**config.mk**
```make
export PLATFORM = sky130hd
export DESIGN_NAME = sar_adc_device_flat
export DESIGN_NICKNAME = d
export VERILOG_FILES = /design/src/sar_pkg.sv /design/src/sar_link_if.sv /design/src/sar_adc_device.sv /design/src/sar_gated_clock.sv /design/src/flat_wrapper.sv
export SDC_FILE = /design/constraint.sdc
export NUM_CORES = 1
export LEC_CHECK = 0
export BUFFER_PORTS_ARGS = -buffer_cell sky130_fd_sc_hd__buf_2
export CORE_MARGIN = 10
export CORE_UTILIZATION = 59
export CTS_CLUSTER_DIAMETER = 200
export DETAILED_ROUTE_END_ITERATION = 6
export MAX_ROUTING_LAYER = met4
export PLACE_DENSITY_LB_ADDON = 0.25
export SETUP_SLACK_MARGIN = 0.5
export SKIP_CTS_REPAIR_TIMING = 1
export SYNTH_ARGS = -nofsm -noshare
export SYNTH_HDL_FRONTEND = slang
export SYNTH_SLANG_ARGS = --single-unit
```
**constraint.sdc**
```tcl
create_clock -name clk_sys -period 4.08 [get_ports clk_sys]
set_input_delay 0.408 -clock clk_sys [delete_from_list [all_inputs] [get_ports clk_sys]]
set_output_delay 0.408 -clock clk_sys [all_outputs]
set_load 0.05 [all_outputs]
```
**src/sar_pkg.sv**
```systemverilog
// What this block does
// Request falling edge starts conversion, busy rises.
// Busy stays high until conversion completes.
// Request falling edge clears approximation register first.
// Full scale zeros, midscale 0111, bottom 1110.
// Bipolar offset code, unipolar plain code, both inverted.
// Host inverts MSB for inverted twos code.
// Host holds amplifier on request rising edge.
// Host returns amplifier to track on busy fall.
// Host keeps request pulse short versus conversion.
// Fourteen bits: about 15 us slow, 8 us fast.
// Gated clock runs one cycle per bit plus one (17 at 16 bits), then stays low.
// Result valid 20 ns before busy falls.
// Result pins negative true: logic 1 is low.
// Requests ignored while busy; result held until restart.
package sar_pkg;

  localparam int DATA_W = 16;
  localparam int RES_W  = 5;
  localparam int CNT_W  = 12;

  // Resolution limits for short cycling
  localparam logic [RES_W-1:0] RES_MIN   = 5'h08;
  localparam logic [RES_W-1:0] RES_MAX   = 5'h10;
  localparam logic [RES_W-1:0] RES_SHORT = 5'h0E;

  // Clock rate and timing figures
  localparam int CLK_MHZ        = 250;
  localparam int CONV14_SLOW_NS = 15000;
  localparam int CONV14_FAST_NS = 8000;
  localparam int SHORT_BITS     = 14;
  localparam int DATA_LEAD_NS   = 20;
  localparam int REQ_PULSE_NS   = 40;

  // One gated clock period per bit plus the initial reset edge
  localparam int BIT_CYC_SLOW = CONV14_SLOW_NS * CLK_MHZ / 1000 / (SHORT_BITS + 1);
  localparam int BIT_CYC_FAST = CONV14_FAST_NS * CLK_MHZ / 1000 / (SHORT_BITS + 1);
  localparam logic [CNT_W-1:0] HALF_SLOW = CNT_W'(BIT_CYC_SLOW / 2);
  localparam logic [CNT_W-1:0] HALF_FAST = CNT_W'(BIT_CYC_FAST / 2);
  localparam logic [CNT_W-1:0] DATA_LEAD_CYC = CNT_W'((DATA_LEAD_NS * CLK_MHZ + 999) / 1000);
  localparam logic [CNT_W-1:0] REQ_PULSE_CYC = CNT_W'((REQ_PULSE_NS * CLK_MHZ + 999) / 1000);

  // Output code patterns at the nominal transitions
  localparam logic [DATA_W-1:0] CODE_POS_FULL = 16'h0000;
  localparam logic [DATA_W-1:0] CODE_MID      = 16'h7FFF;
  localparam logic [DATA_W-1:0] CODE_NEG_FULL = 16'hFFFE;
  localparam logic [DATA_W-1:0] MSB_MASK      = 16'h8000;
  localparam logic [DATA_W-1:0] ZERO_WORD     = 16'h0000;

  typedef enum logic [1:0] {
    inverted_plain_code  = 2'b00,
    inverted_offset_code = 2'b01,
    inverted_twos_code   = 2'b10
  } code_kind_t;

  typedef enum logic [1:0] {
    DEV_IDLE = 2'b00,
    DEV_CONV = 2'b01,
    DEV_LEAD = 2'b10
  } dev_state_t;

  typedef enum logic [1:0] {
    HOST_IDLE  = 2'b00,
    HOST_PULSE = 2'b01,
    HOST_WAIT  = 2'b10
  } host_state_t;

endpackage
```
**src/sar_link_if.sv**
```systemverilog
`timescale 1ns/1ns
interface sar_link_if;
  logic                      conv_start;
  logic                      busy;
  logic                      gated_clk;
  logic [sar_pkg::DATA_W-1:0] data_n;

  modport dev (
    input  conv_start,
    output busy,
    output gated_clk,
    output data_n
  );

  modport host (
    output conv_start,
    input  busy,
    input  gated_clk,
    input  data_n
  );
endinterface

```
**src/sar_adc_device.sv**
```systemverilog
`timescale 1ns/1ns
module sar_adc_device (
  // System
  input  wire logic                        clk_sys,
  input  wire logic                        reset,
  // Link to host
  sar_link_if.dev                          link,
  // Analog side, input position in range
  input  wire logic [sar_pkg::DATA_W-1:0]  analog_level,
  input  wire logic                        bipolar_range,
  // Straps
  input  wire logic                        fast_variant,
  input  wire logic [sar_pkg::RES_W-1:0]   res_bits,
  // Status
  output sar_pkg::code_kind_t              code_kind,
  output logic [sar_pkg::RES_W-1:0]        res_used
);
  import sar_pkg::*;

  // Clamp short-cycle resolution
  function automatic logic [RES_W-1:0] clamp_res(input logic [RES_W-1:0] r);
    logic [RES_W-1:0] v;
    v = r;
    if (r < RES_MIN) begin
      v = RES_MIN;
    end else if (r > RES_MAX) begin
      v = RES_MAX;
    end
    return v;
  endfunction

  // True binary to inverted output code
  function automatic logic [DATA_W-1:0] to_code(input logic [DATA_W-1:0] t);
    return ~t;
  endfunction

  // Output code to negative-true pin levels
  function automatic logic [DATA_W-1:0] to_pins(input logic [DATA_W-1:0] c);
    return ~c;
  endfunction

  dev_state_t       state_r;
  logic             req_prev_r;
  logic             req_fall;
  logic             busy_r;
  logic [RES_W-1:0] res_r;
  logic [RES_W-1:0] tick_idx_r;
  logic [DATA_W-1:0] trial_r;
  logic [DATA_W-1:0] sar_r;
  logic [DATA_W-1:0] sar_dec;
  logic             keep_bit;
  logic [DATA_W-1:0] pins_r;
  logic [CNT_W-1:0] lead_cnt_r;
  code_kind_t       kind_r;
  logic             clk_run;
  logic             gtick;
  logic             gclk;
  logic             start_ok;
  logic             last_tick;

  assign link.busy      = busy_r;
  assign link.data_n    = pins_r;
  assign link.gated_clk = gclk;
  assign code_kind      = kind_r;
  assign res_used       = res_r;

  // Falling edge of the request starts a conversion
  assign req_fall = req_prev_r && !link.conv_start;
  assign start_ok = req_fall && (state_r == DEV_IDLE);

  // Clock runs from start, forced low on the edge that drops busy
  assign clk_run = (state_r == DEV_CONV) || (state_r == DEV_LEAD && lead_cnt_r != '0);

  // Bit decision against the analog level
  assign keep_bit  = ((sar_r | trial_r) <= analog_level);
  assign sar_dec   = keep_bit ? (sar_r | trial_r) : sar_r;
  assign last_tick = gtick && (tick_idx_r == res_r);

  sar_gated_clock u_gclk (
    .clk_sys      (clk_sys),
    .reset        (reset),
    .run          (clk_run),
    .fast_variant (fast_variant),
    .gclk         (gclk),
    .tick         (gtick)
  );

  // Request edge detect
  always_ff @(posedge clk_sys) begin
    if (reset) begin
      req_prev_r <= 1'b0;
    end else begin
      req_prev_r <= link.conv_start;
    end
  end

  // Conversion sequencing
  always_ff @(posedge clk_sys) begin
    if (reset) begin
      state_r <= DEV_IDLE;
    end else begin
      case (state_r)
        DEV_IDLE: begin
          if (start_ok) begin
            state_r <= DEV_CONV;
          end
        end
        DEV_CONV: begin
          if (last_tick) begin
            state_r <= DEV_LEAD;
          end
        end
        DEV_LEAD: begin
          if (lead_cnt_r == '0) begin
            state_r <= DEV_IDLE;
          end
        end
        default: begin
          state_r <= DEV_IDLE;
        end
      endcase
    end
  end

  // Busy flag high through the whole conversion
  always_ff @(posedge clk_sys) begin
    if (reset) begin
      busy_r <= 1'b0;
    end else if (start_ok) begin
      busy_r <= 1'b1;
    end else if (state_r == DEV_LEAD && lead_cnt_r == '0) begin
      busy_r <= 1'b0;
    end
  end

  // Resolution and code kind caught at start
  always_ff @(posedge clk_sys) begin
    if (reset) begin
      res_r  <= RES_MAX;
      kind_r <= inverted_plain_code;
    end else if (start_ok) begin
      res_r  <= clamp_res(res_bits);
      kind_r <= bipolar_range ? inverted_offset_code : inverted_plain_code;
    end
  end

  // Gated clock edge counter
  always_ff @(posedge clk_sys) begin
    if (reset) begin
      tick_idx_r <= '0;
    end else if (start_ok) begin
      tick_idx_r <= '0;
    end else if (gtick && state_r == DEV_CONV) begin
      tick_idx_r <= tick_idx_r + 1'b1;
    end
  end

  // Trial bit walks from MSB down
  always_ff @(posedge clk_sys) begin
    if (reset) begin
      trial_r <= ZERO_WORD;
    end else if (start_ok) begin
      trial_r <= ZERO_WORD;
    end else if (gtick && state_r == DEV_CONV) begin
      if (tick_idx_r == '0) begin
        trial_r <= MSB_MASK;
      end else begin
        trial_r <= trial_r >> 1;
      end
    end
  end

  // Approximation register keeps accepted bits
  always_ff @(posedge clk_sys) begin
    if (reset) begin
      sar_r <= ZERO_WORD;
    end else if (start_ok) begin
      sar_r <= ZERO_WORD;
    end else if (gtick && state_r == DEV_CONV && tick_idx_r != '0) begin
      sar_r <= sar_dec;
    end
  end

  // Result pins updated only at the last decision
  always_ff @(posedge clk_sys) begin
    if (reset) begin
      pins_r <= to_pins(to_code(ZERO_WORD));
    end else if (last_tick && state_r == DEV_CONV) begin
      pins_r <= to_pins(to_code(sar_dec));
    end
  end

  // Data stands before busy falls
  always_ff @(posedge clk_sys) begin
    if (reset) begin
      lead_cnt_r <= '0;
    end else if (last_tick && state_r == DEV_CONV) begin
      lead_cnt_r <= DATA_LEAD_CYC - 1'b1;
    end else if (state_r == DEV_LEAD && lead_cnt_r != '0) begin
      lead_cnt_r <= lead_cnt_r - 1'b1;
    end
  end
endmodule

```
**src/sar_gated_clock.sv**
```systemverilog
`timescale 1ns/1ns
module sar_gated_clock (
  // System
  input  wire logic clk_sys,
  input  wire logic reset,
  // Control
  input  wire logic run,
  input  wire logic fast_variant,
  // Clock out
  output logic      gclk,
  output logic      tick
);
  import sar_pkg::*;

  logic [CNT_W-1:0] cnt_r;
  logic             gclk_r;
  logic             tick_r;
  logic [CNT_W-1:0] half;

  assign half = fast_variant ? HALF_FAST : HALF_SLOW;
  assign gclk = gclk_r;
  assign tick = tick_r;

  // Divider, forced low while inhibited
  always_ff @(posedge clk_sys) begin
    if (reset || !run) begin
      cnt_r  <= '0;
      gclk_r <= 1'b0;
    end else if (cnt_r == half - 1'b1) begin
      cnt_r  <= '0;
      gclk_r <= ~gclk_r;
    end else begin
      cnt_r <= cnt_r + 1'b1;
    end
  end

  // One-cycle pulse with each rising edge
  always_ff @(posedge clk_sys) begin
    if (reset || !run) begin
      tick_r <= 1'b0;
    end else begin
      tick_r <= (cnt_r == half - 1'b1) && !gclk_r;
    end
  end
endmodule

```
**src/flat_wrapper.sv**
```systemverilog
// flat-port wrapper written by rule: the top's interface ports become plain ports
module sar_adc_device_flat import sar_pkg::*;
  (clk_sys, reset, analog_level, bipolar_range, fast_variant, res_bits, code_kind, res_used, link_conv_start, link_busy, link_gated_clk, link_data_n);
  sar_link_if link_i ();
  input  wire logic clk_sys;
  input  wire logic reset;
  input  wire logic [sar_pkg::DATA_W-1:0] analog_level;
  input  wire logic bipolar_range;
  input  wire logic fast_variant;
  input  wire logic [sar_pkg::RES_W-1:0] res_bits;
  output sar_pkg::code_kind_t code_kind;
  output logic [sar_pkg::RES_W-1:0] res_used;
  input wire logic [$bits(link_i.conv_start)-1:0] link_conv_start;
  output wire logic [$bits(link_i.busy)-1:0] link_busy;
  output wire logic [$bits(link_i.gated_clk)-1:0] link_gated_clk;
  output wire logic [$bits(link_i.data_n)-1:0] link_data_n;
  assign link_i.conv_start = link_conv_start;
  assign link_busy = link_i.busy;
  assign link_gated_clk = link_i.gated_clk;
  assign link_data_n = link_i.data_n;
  sar_adc_device u_core (.clk_sys(clk_sys), .reset(reset), .link(link_i), .analog_level(analog_level), .bipolar_range(bipolar_range), .fast_variant(fast_variant), .res_bits(res_bits), .code_kind(code_kind), .res_used(res_used));
endmodule
```
; ---- Yosys cells after proc, flatten, opt, wreduce, memory -nomap -nowiden
; Cells that the tools add are included.
; W data, S select, Z words.
[totals]
reg_bits = 90
out_inout_bits = 25
in_bits = 26
word_cells = 71
[op_classes]
n_bitwise = 4
n_mux = 14
order_cmp = 3
addsub = 4
eq_ne = 7
n_reduce_logical = 25
[ops]
columns = cell, n
row1 = $mux W16, 2
row2 = $not A16 Y16, 2
row3 = $sub A12 B1 Y12 const B, 2
row4 = $le A16 B16 Y1, 1
row5 = $or A16 B16 Y16, 1
row6 = $add A12 B1 Y12 const B, 1
row7 = $eq A12 B12 Y1, 1
row8 = $logic_not A12 Y1, 1
row9 = $reduce_bool A12 Y1, 1
row10 = $mux W5, 2
row11 = $logic_and A1 B1 Y1, 9
row12 = $mux W2, 3
row13 = $mux W3, 2
row14 = $mux W6, 1
row15 = $ne A2 B1 Y1 const B, 3
row16 = $pmux W2 S3, 1
row17 = $reduce_or A2 Y1, 3
row18 = $add A5 B1 Y5 const B, 1
row19 = $eq A5 B5 Y1, 1
row20 = $gt A5 B5 Y1 const B, 1
row21 = $logic_not A5 Y1, 1
row22 = $lt A5 B4 Y1 const B, 1
row23 = $reduce_bool A5 Y1, 1
row24 = $reduce_bool A2 Y1, 2
row25 = other kinds (8), 13

; ---- Depth between registers and ports, before layout
; Gate-level depths: netlist of the first run.
[depth]
ltp_word = 6
depth_mapped = 9
mapped_depth_nobuf = 7

; ---- By module
; A second synthesis of the first run with hierarchy kept.
[unflattened]
cells_unflattened = 569
area_unflattened_um2 = 4714.5
[by_module_without_submodules]
columns = mod, instances, cells_each, area_per_inst_um2
row1 = sar_adc_device, 1, 501, 4080.2
row2 = sar_gated_clock, 1, 68, 634.4

; ---- Least setup slack after synthesis of the first run
; No wires, ideal clock.
[synth_path]
path_kind = reg-to-reg
from = reg u_core.trial_r[15]
to = reg u_core.sar_r[0]
setup_time_ns = 0.087
period_less_slack_ns = 2.396
path_stages_with_launch = 10
arrival_ns = 2.309
slack_ns = 1.684
path_buffers = 2
required_ns = 3.993
path_cell_list = dfxtp_1 or2_2 ha_1 nand4_1 nor4_2 and2_0 clkbuf_1 buf_2 a22oi_1 o31ai_1
[synth_via]
elab_chain_cells = 3
[synth_lines]
columns = item, line_no
row1 = "start, declared", sar_adc_device.sv:48  ; logic [DATA_W-1:0] trial_r;
row2 = "start signal, assigned", sar_adc_device.sv:168  ; trial_r <= trial_r >> 1;
row3 = $or A16 B16 Y16, sar_adc_device.sv:75  ; assign keep_bit = ((sar_r | trial_r) <= analog_level);
row4 = $le A16 B16 Y1, sar_adc_device.sv:75
row5 = $mux W16, sar_adc_device.sv:76  ; assign sar_dec = keep_bit ? (sar_r | trial_r) : sar_r;
row6 = "end signal, assigned", sar_adc_device.sv:180  ; sar_r <= sar_dec;
row7 = "end, declared", sar_adc_device.sv:49  ; logic [DATA_W-1:0] sar_r;
; Every way passes these cells.
; A chain may end at the register's enable or synchronous reset.

; ---- Worst setup path after layout of the first run
[layout_path]
from = reg u_core.trial_r[1]
to = reg u_core.pins_r[14], in the netlist u_core.link.data_n[14]
[layout_via]
elab_chain_cells = 5
[layout_lines]
columns = item, line_no
row1 = $or A16 B16 Y16, sar_adc_device.sv:75
row2 = $le A16 B16 Y1, sar_adc_device.sv:75
row3 = $mux W16, sar_adc_device.sv:76
row4 = $not A16 Y16, sar_adc_device.sv:34  ; return ~t;
row5 = $not A16 Y16, sar_adc_device.sv:39  ; return ~c;
row6 = "end signal, assigned", sar_adc_device.sv:187  ; pins_r <= to_pins(to_code(ZERO_WORD));
row7 = "end signal, assigned", sar_adc_device.sv:189  ; pins_r <= to_pins(to_code(sar_dec));
row8 = "end, declared", sar_adc_device.sv:52  ; logic [DATA_W-1:0] pins_r;
; Every way passes these cells.

==> results of run 1 <==
## state kept, by name, summed over array words and instances (netlist names), 2 cells and up
register / cells
u_core.trial_r: 16
u_core.state_r: 2
u_core.lead_cnt_r: 12
u_core.u_gclk.cnt_r: 12
u_core.link.data_n: 16
u_core.res_used: 5
u_core.tick_idx_r: 5
u_core.sar_r: 16
## final cells by class
cell class / count / area (sq um)
multi-input cells: 377 / 2430
flip-flops and latches: 89 / 1780
well taps: 99 / 124
fillers: 624 / 2370
clock inverters: 3 / 40.0
repair buffers: 59 / 320
clock buffers: 12 / 155
inverters: 39 / 146
## kinds of logic after synthesis
logic type	after synthesis	synth area share [%]
flops	89	39.3
fa+ha+maj	21	5.79
other cells	1	0.0827
compound gates	111	17.1
xor+xnor	28	5.41
simple gates	214	24.8
buf+inv	71	7.09
mux	2	0.441
## metal layers
metal	global-route usage, %	up-vias	part of all wire (%)
li1	-	1988	-
met1	25.3	1884	47
met2	30.6	149	45
met3	4.79	15	7.2
met4	5.25	0	1.1
met5	-	-	0
## cell usage after synthesis (all sizes together), types with 2 or more instances
cell type  instances  area share, %
a21oi             15            1.7
nand2             34            2.8
xnor2             11            2.1
nor4b             21            4.1
ha                21            5.8
inv               38            3.1
nand3b             2           0.33
or2               17            2.3
nand3             24            2.6
mux2i              2           0.44
nor2              68            5.6
nor3              10            1.2
o31ai             16            2.6
nor2b              5           0.69
and4               2           0.39
nand4             12            1.7
a211oi             2           0.33
nand4b             2           0.39
or4                2           0.33
a22oi             31            5.1
o21ai              4           0.44
or3                4           0.55
nor4               4           0.69
dfxtp             89             39
clkbuf            14            1.2
a22o               3           0.58
o211ai            17            2.8
a31oi             17            2.3
xor2              17            3.3
and3               2           0.28
buf               18            2.7
and2               3           0.41
## report_power, final
group | leakage, nW | switching (mW) | internal (mW)
clock | 0.102 | 0.304 | 0.312
combinational | 1.10 | 0.0573 | 0.0251
sequential | 0.717 | 0.00362 | 0.871
total | 1.92 | 0.365 | 1.21
## through the flow
step | total power [mW] | hold slack, ns | instance area (sq um) | setup slack, ns
6_report | 1.57 | 0.272 | 5000 | 1.24
5_1_grt | 1.62 | 0.276 | 5000 | 1.12
4_1_cts | 1.58 | 0.257 | 5000 | 1.30
3_5_place_dp | 0.978 | 0.467 | 4810 | 1.31
3_3_place_gp | 0.975 | 0.451 | 4810 | 1.43
2_1_floorplan | 0.949 | 0.441 | 4540 | 1.68
## path summary, 6_finish.rpt
kind	depth (start not counted)	end	slack, ns	start
worst max-delay path	8	u_core.link.data_n[14]	1.24	u_core.trial_r[1]
worst min-delay path	2	u_core.res_used[0]	0.27	res_bits[0]
worst max register to register	8	u_core.link.data_n[14]	1.24	u_core.trial_r[1]
worst min register to register	2	u_core.lead_cnt_r[11]	0.48	u_core.lead_cnt_r[11]
==> impl_results.md, run 1 <==
* Die Y at ~110 um
* Netlist cell types at 48
* Setup TNS at 0 ns
* Mapped Cells at approximately 540
* Detailed Place HPWL at 7530 um
* Routed vias at a little over 4,000
* Crit share post-route at between 60% and 70%
* Setup violations, final at 0
* Commonest cells after routing, fill and taps aside: 89 x dfxtp_1, 68 x nor2_1, 49 x buf_2, 38 x inv_1, 34 x nand2_1
* Worst-Margin Slew at roughly 1.2 ns
* Layout area overhead at 10.2%
* Yosys warning count at 0
* Ys flop type: dfxtp_1
* Total track usage at 19.8%
* Cell Chain, Critical Path: or2_2, ha_1, nor2b_1, o211ai_1, a2111oi_0, a2111o_1, buf_4, o211ai_1
* Layout Utilization at around two thirds
* CP Launch Type: register
* Crit-path leading delay family: compound AO/OA/AOI/OAI gates
* Post-synth ARST share at 0%
* Share of cells above drive strength 1 at 15.7%
* WP data required at 4.31 ns
* Vias per cell at 5.95
* Finished Layout Cells at slightly below 700
* Sequential area share after synthesis at 39.3%
* Fin. max-slew vios at 0
* Global-route wire length before repair at around 19,000 um
* Routed length per placed instance at 16.3 um
* Worst vdd ir at a little over 0.2 mV
* Initial core utilization at just over 60%
* Worst min path class: in2reg
* Clk root buf: clkbuf_8
* Post-synth EDFFs at 0
* 1st-iter DRT viols at 309
* DRT Pass-1 Iters at 7
* Critical Path Sink Type: register
* Vias in the first global route at around 3,900
* Min Tclk post-route at 2.84 ns
* Worst Path Buf+Inv at 1
* Later-pin clock latency in the skew report at 0.36 ns
* Initial antenna violation count at 0
* Status: completed
* Antenna diode count at 0
* CTS max path bufs at 2
* Site Rows at 31
* Largest net degree at the start of global routing at 34
* Maximum fanout along the worst path at 18
* Power per Cell Area at 315 nW/um^2
* Placed Instances at 663
* P_leak at 1.92 nW
* Final wirelength at 11,100 um
* Mean Syn Cell Area at 8.45 sq um
* Critical Path AT at 3.07 ns
* Netlist Area Pre-Place at 4540 sq um
* Slowest stage delay, CP at 0.53 ns
* Slew HR at 21.4%
* IO Pins at 51
* Commonest non-fill, non-tap cell in the layout: dfxtp_1
* Final ANT Viol Nets at 0
* Max capacitance violation total at 0
* PortBufs at 49
* Die X at 108 um
* GRT overflow at 0
* Core Box Area at 7370 sq um
* CTS H-Tree Depth at 3
* Fmax at 352 MHz
* CTS tree: done
* CP Class: reg2reg
* Final net count at approximately 620
* Fin Clk Skew at 0.0111 ns
* Full die area at 11,600 sq um
* Syn nets at 584
* Unrepaired setup endpoints after global routing: no
* # clock sinks at 89
* CP max stage cell: a2111o_1
* DRC at 0
* CTS Buf Count at 9
* FF+latch count, synth at 89
* Most used cell along the critical path: o211ai_1
* Clock transition at path regs at 0.08 ns
* Final hold vios at 0
* RePlAce Congestion at 0.835
(Power assumes the default switching activity.)
==> run 2, diff against run 1 <==
CORE_UTILIZATION = 53   (was 59)
clock period = 2.6 ns   (was 4.08 ns; I/O delays follow)
==> impl_results.md, run 2 (synthesis results as in run 1) <==
* Status: completed
* WHS Path Cells at 2 (unchanged)
* Clk pwr share at 41.3% (+2.2 points)
* GRT overflow at 0 (unchanged)
* Placed Instances at 680 (+2.6%)
* Commonest cells after routing, fill and taps aside: 75 x dfxtp_1, 68 x nor2_1, 49 x buf_2, 38 x inv_1, 33 x nand2_1
* Place WS at 0.348 ns (-0.959 ns)
* Layout area overhead at 23.3%
* FF-to-FF End: u_core.sar_r[6]
* Crit share post-route at 88.8% (+19 points)
* IO Pins at 51 (unchanged)
* Critical Path AT at 2.57 ns (-0.50 ns)
* Worst min path class: in2reg
* CP max stage cell: a2111o_1
* CTS H-Tree Depth at 3 (unchanged)
* Share of cells above drive strength 1 at 26.5% (+11 points)
* Fin. max-slew vios at 0 (unchanged)
* Final hold vios at 0 (unchanged)
* Final ANT Viol Nets at 0 (unchanged)
* Power per Cell Area at 461 nW/um^2 (+47%)
* Max capacitance violation total at 0 (unchanged)
* Later-pin clock latency in the skew report at 0.36 ns (about the same)
* CP Class: reg2reg
* PortBufs at 49 (unchanged)
* P_leak at 2.10 nW (+9.1%)
* CP Launch Type: register
* Psw at 619 uW (+70%)
* Clock transition at path regs at 0.09 ns (about the same)
* RR Startpoint: u_core.trial_r[15]
* Crit-path leading delay family: compound AO/OA/AOI/OAI gates
* Min Tclk post-route at 2.31 ns (-0.529 ns)
* 1st-iter DRT viols at 364 (+18%)
* Slowest stage delay, CP at 0.45 ns (-0.08 ns)
* Global-route wire length before repair at 18,900 um (+1.7%)
* WP data required at 2.86 ns (-1.45 ns)
* Site Rows at 33 (+6.5%)
* Gate power share at 5.7% (+0.5 points)
* FF-to-FF path depth at 9 (+1)
* Largest net degree at the start of global routing at 38 (+12%)
* Worst Path Buf+Inv at 3 (+2)
* GR peak layer: met2
* Final wirelength at 12,100 um (+9.2%)
* Met2 Track Usage GR at 27.5% (-3.1 points)
* Detailed Place HPWL at 7840 um (+4.1%)
* CTS tree: done
* Worst R2R Setup Slack at 0.29 ns (-0.95 ns)
* Setup violations, final at 0 (unchanged)
* Initial core utilization at 54.9% (-6.6 points)
* Fmax at 433 MHz (+23%)
* Core Box Area at 8260 sq um (+12%)
* Seq pwr share at 53.0% (-2.6 points)
* RePlAce Congestion at 0.884 (+5.9%)
* Sw Ratio at 24.0% (+0.80 points)
* Finished Layout Cells at 706 (+4.1%)
* CTS Buf Count at 9 (unchanged)
* Routed vias at 4,210 (+4.3%)
* CTS max path bufs at 2 (unchanged)
* Fin Clk Skew at 0.0124 ns (+0.00132 ns)
* Worst vdd ir at 0.263 mV (+29%)
* DRC at 0 (unchanged)
* Clk root buf: clkbuf_8
* Initial antenna violation count at 0 (unchanged)
* # clock sinks at 89 (unchanged)
* Worst-Margin Slew at 0.787 ns (-0.393 ns)
* Hold Path End: u_core.res_used[1]
* Slew HR at 46.8% (+25 points)
* Routed length per placed instance at 17.1 um (+4.9%)
* Die X at 113 um (+4.5%)
* DRT Pass-1 Iters at 6 (-1)
* Maximum fanout along the worst path at 11 (-7)
* Cell Chain, Critical Path: or2_4, ha_4, nand4_1, buf_4, a21oi_1, a2111o_1, buf_6, buf_12, o31ai_1
* Total track usage at 18.0% (-1.8 points)
* Critical Path Sink Type: register
* Unrepaired setup endpoints after global routing: yes
* Full die area at 12,700 sq um (+9.2%)
* Met1 usage at 23.6% (-1.7 points)
* Commonest non-fill, non-tap cell in the layout: dfxtp_1
* Final setup margin at 0.291 ns (-0.951 ns)
* Vias in the first global route at 3,927 (+0.51%)
* M3 GR Usage at 2.93% (-1.9 points)
* Final net count at 643 (+3.4%)
* Die Y at 113 um (+4.5%)
* Vias per cell at 5.96 (+0.17%)
* Antenna diode count at 0 (unchanged)
* Critical hold path startpoint: res_bits[1]
* Pint at 1.96 mW (+62%)
* Setup TNS at 0 ns (unchanged)
==> run 2: per-stage QoR <==
step	hold slack, ns	total power, mW	util (%)	area [sq um]
2_1_floorplan	0.385	1.49	-	4620
3_3_place_gp	0.452	1.54	60.2	4970
3_5_place_dp	0.468	1.54	60.2	4970
4_1_cts	0.119	2.60	62.9	5190
5_1_grt	0.130	2.68	67.8	5600
6_report	0.127	2.58	67.8	5600
==> run 2: power by group through the flow <==
stage / Clock (mW) / Combinational (mW) / Sequential, mW
after floorplan: 0 / 0.0753 / 1.42
after global placement: 0 / 0.135 / 1.41
after detailed placement: 0 / 0.138 / 1.41
after CTS: 1.09 / 0.138 / 1.37
after global routing: 1.15 / 0.161 / 1.37
final: 1.07 / 0.147 / 1.37
==> run 2: layer usage <==
layer | vias to the layer above | share of wire [%]
li1 | 2039 | -
met1 | 1991 | 46
met2 | 158 | 46
met3 | 22 | 6.5
met4 | 0 | 1.9
met5 | - | 0
==> run 2: worst reg2reg max path, cell delays in order, from the launching register on <==
cell and delay [ns]:
dfxtp_4 0.36, or2_4 0.25, ha_4 0.22, nand4_1 0.20, buf_4 0.18, a21oi_1 0.04
a2111o_1 0.45, buf_6 0.15, buf_12 0.15, o31ai_1 0.21
==> run 2: cell type report <==
class / instances / area [sq um]
clock buffers: 9 / 124
clock inverters: 7 / 98.8
multi-input cells: 377 / 2740
well taps: 105 / 131
repair buffers: 80 / 538
flip-flops and latches: 89 / 1810
fillers: 667 / 2660
inverters: 39 / 146
==> run 2: worst max path at each step <==
| stage | slack (ns) | endpoint | from | cells past startpoint |
|---|---|---|---|---|
| finish | 0.29 | u_core.sar_r[6] | u_core.trial_r[15] | 9 |
| global route | 0.18 | u_core.sar_r[6] | u_core.trial_r[15] | 9 |
| CTS | 0.32 | u_core.link.data_n[15] | u_core.trial_r[15] | 7 |
| detailed placement | 0.35 | u_core.link.data_n[13] | u_core.trial_r[1] | 8 |
| global placement | 0.42 | u_core.link.data_n[15] | u_core.trial_r[1] | 8 |
| floorplan | 0.43 | u_core.sar_r[10] | u_core.trial_r[15] | 7 |
==> run 3, diff against run 2 <==
BUFFER_PORTS_ARGS = unset   (was -buffer_cell sky130_fd_sc_hd__buf_2)
CORE_UTILIZATION = 57   (was 53)
DONT_BUFFER_PORTS = 1   (was unset)
==> impl_results.md, run 3 (synthesis results as in run 1) <==
* Status: completed
* 1st-iter DRT viols at 343 (-5.8%)
* Fin. max-slew vios at 0 (unchanged)
* Psw at 576 uW (-7.0%)
* WL met1 at 5260 um (-5.0%)
* Power per Cell Area at 484 nW/um^2 (+5.0%)
* Fmax at 426 MHz (-1.6%)
* Place WS at 0.253 ns (-0.0943 ns)
* Final hold vios at 0 (unchanged)
* Routed length per placed instance at 18.3 um (+7.2%)
* Share of cells above drive strength 1 at 18.3% (-8.1 points)
* CP Class: reg2reg
* Layout area overhead at 15.9%
* Critical Path AT at 2.60 ns (+0.03 ns)
* Full die area at 11,900 sq um (-5.8%)
* DRC at 0 (unchanged)
* CP Launch Type: register
* Final ANT Viol Nets at 0 (unchanged)
* Sw Ratio at 22.6% (-1.4 points)
* IO Pins at 51 (unchanged)
* Final net count at 593 (-7.8%)
* Initial antenna violation count at 0 (unchanged)
* P_leak at 1.86 nW (-11%)
* Total track usage at 19.7% (+1.7 points)
* Final wirelength at 12,000 um (-0.88%)
* PortBufs at 0 (-100%)
* Final setup margin at 0.254 ns (-0.0373 ns)
* Vias in the first global route at 3,842 (-2.2%)
* Slew HR at 39.1% (-7.7 points)
* Later-pin clock latency in the skew report at 0.36 ns (about the same)
* WP data required at 2.86 ns (about the same)
* Routed vias at 4,062 (-3.5%)
* Gate power share at 4.4% (-1.3 points)
* Maximum fanout along the worst path at 7 (-4)
* Seq pwr share at 54.1% (+1.1 points)
* Setup violations, final at 0 (unchanged)
* DRT Pass-1 Iters at 5 (-1)
* Commonest non-fill, non-tap cell in the layout: dfxtp_1
* # clock sinks at 89 (unchanged)
* CTS tree: done
* Site Rows at 32 (-3.0%)
* Clock transition at path regs at 0.09 ns (about the same)
* Worst vdd ir at 0.299 mV (+13%)
* RePlAce Congestion at 0.830 (-6.1%)
* CTS Buf Count at 9 (unchanged)
* Met3 wire len at 1190 um (+51%)
* Antenna diode count at 0 (unchanged)
* Clk pwr share at 41.5% (+0.2 points)
* Max Used Layer: met4
* Worst min path class: in2reg
* Worst-Margin Slew at 0.912 ns (+0.125 ns)
* Die X at 109 um (-2.9%)
* Crit share post-route at 90.2% (+1.4 points)
* Clk root buf: clkbuf_8
* Die Y at 109 um (-2.9%)
* Detailed Place HPWL at 7630 um (-2.7%)
* Max capacitance violation total at 0 (unchanged)
* Vias per cell at 6.22 (+4.3%)
* Unrepaired setup endpoints after global routing: yes
* CTS H-Tree Depth at 3 (unchanged)
* Setup TNS at 0 ns (unchanged)
* Min Tclk post-route at 2.35 ns (+0.0373 ns)
* Global-route wire length before repair at 18,700 um (-1.2%)
* GRT overflow at 0 (unchanged)
* Critical Path Sink Type: register
* Layout fillers at 630 (-5.5%)
* Core Box Area at 7730 sq um (-6.4%)
* Metal2 WL at 5290 um (-4.2%)
* Commonest cells after routing, fill and taps aside: 79 x dfxtp_1, 68 x nor2_1, 38 x inv_1, 33 x nand2_1, 31 x a22oi_1
* CTS max path bufs at 2 (unchanged)
* Pint at 1.97 mW (+0.41%)
* WHS at 0.0264 ns (-0.101 ns)
* Initial core utilization at 58.7% (+3.8 points)
* Fin Clk Skew at 0.00905 ns (-0.00338 ns)
* Largest net degree at the start of global routing at 38 (unchanged)
## run 3: cell count changes in the layout (fill, tap and decap cells not counted), moves of 2 or more
cell,previous run,this run
o31ai_4,6,1
o31ai_2,6,11
dfxtp_4,6,3
or2_4,9,6
dfxtp_1,75,79
buf_2,49,0
buf_6,6,3
inv_6,3,0
or2_2,7,10
clkbuf_1,0,2
## run 3: path summary, 6_finish.rpt
kind                              start                     to  slack, ns  cells past startpoint
hold reg to reg   u_core.lead_cnt_r[11]  u_core.lead_cnt_r[11]       0.48                      2
setup / recovery     u_core.trial_r[13]       u_core.sar_r[14]       0.25                      8
hold / removal                    reset     u_core.res_used[4]       0.03                      2
setup reg to reg     u_core.trial_r[13]       u_core.sar_r[14]       0.25                      8
## run 3: area by class of cell
| type | instances | area, sq um | area share [%] |
|---|---|---|---|
| clock inverters | 4 | 76.3 | 1.45 |
| multi-input cells | 377 | 2670 | 50.8 |
| inverters | 39 | 146 | 2.79 |
| repair buffers | 30 | 287 | 5.45 |
| well taps | 102 | 128 | 2.43 |
| flip-flops and latches | 89 | 1800 | 34.3 |
| clock buffers | 12 | 145 | 2.76 |
## run 3: routing by layer
layer | vias to the layer above | track usage [%]
met5 | - | -
met4 | 0 | 5.76
met3 | 20 | 4.90
met2 | 190 | 29.7
met1 | 1919 | 25.6
li1 | 1933 | -
## run 3: worst max-delay path, cell delays in order (launching register included)
cell	delay [ns]
dfxtp_2	0.35
or2_2	0.31
ha_4	0.23
nand4_1	0.18
buf_4	0.17
nor2_1	0.04
a2111o_2	0.56
clkbuf_16	0.21
o31ai_1	0.17
## run 3: stage by stage
step	std cells	total power, mW	util [%]	area [sq um]
after floorplan	537	1.49	-	4620
after global placement	629	1.51	61.3	4740
after detailed placement	629	1.51	61.3	4740
after CTS	645	2.54	64.2	4960
after global routing	653	2.63	68.0	5260
final	653	2.55	68.0	5260
## run 3: power by group through the flow
stage	Clock, mW	Sequential (mW)	Combinational [mW]
after global placement	0	1.41	0.0963
final	1.06	1.38	0.112
after CTS	1.06	1.38	0.0995
after global routing	1.13	1.38	0.122
after floorplan	0	1.42	0.0753
after detailed placement	0	1.41	0.0989
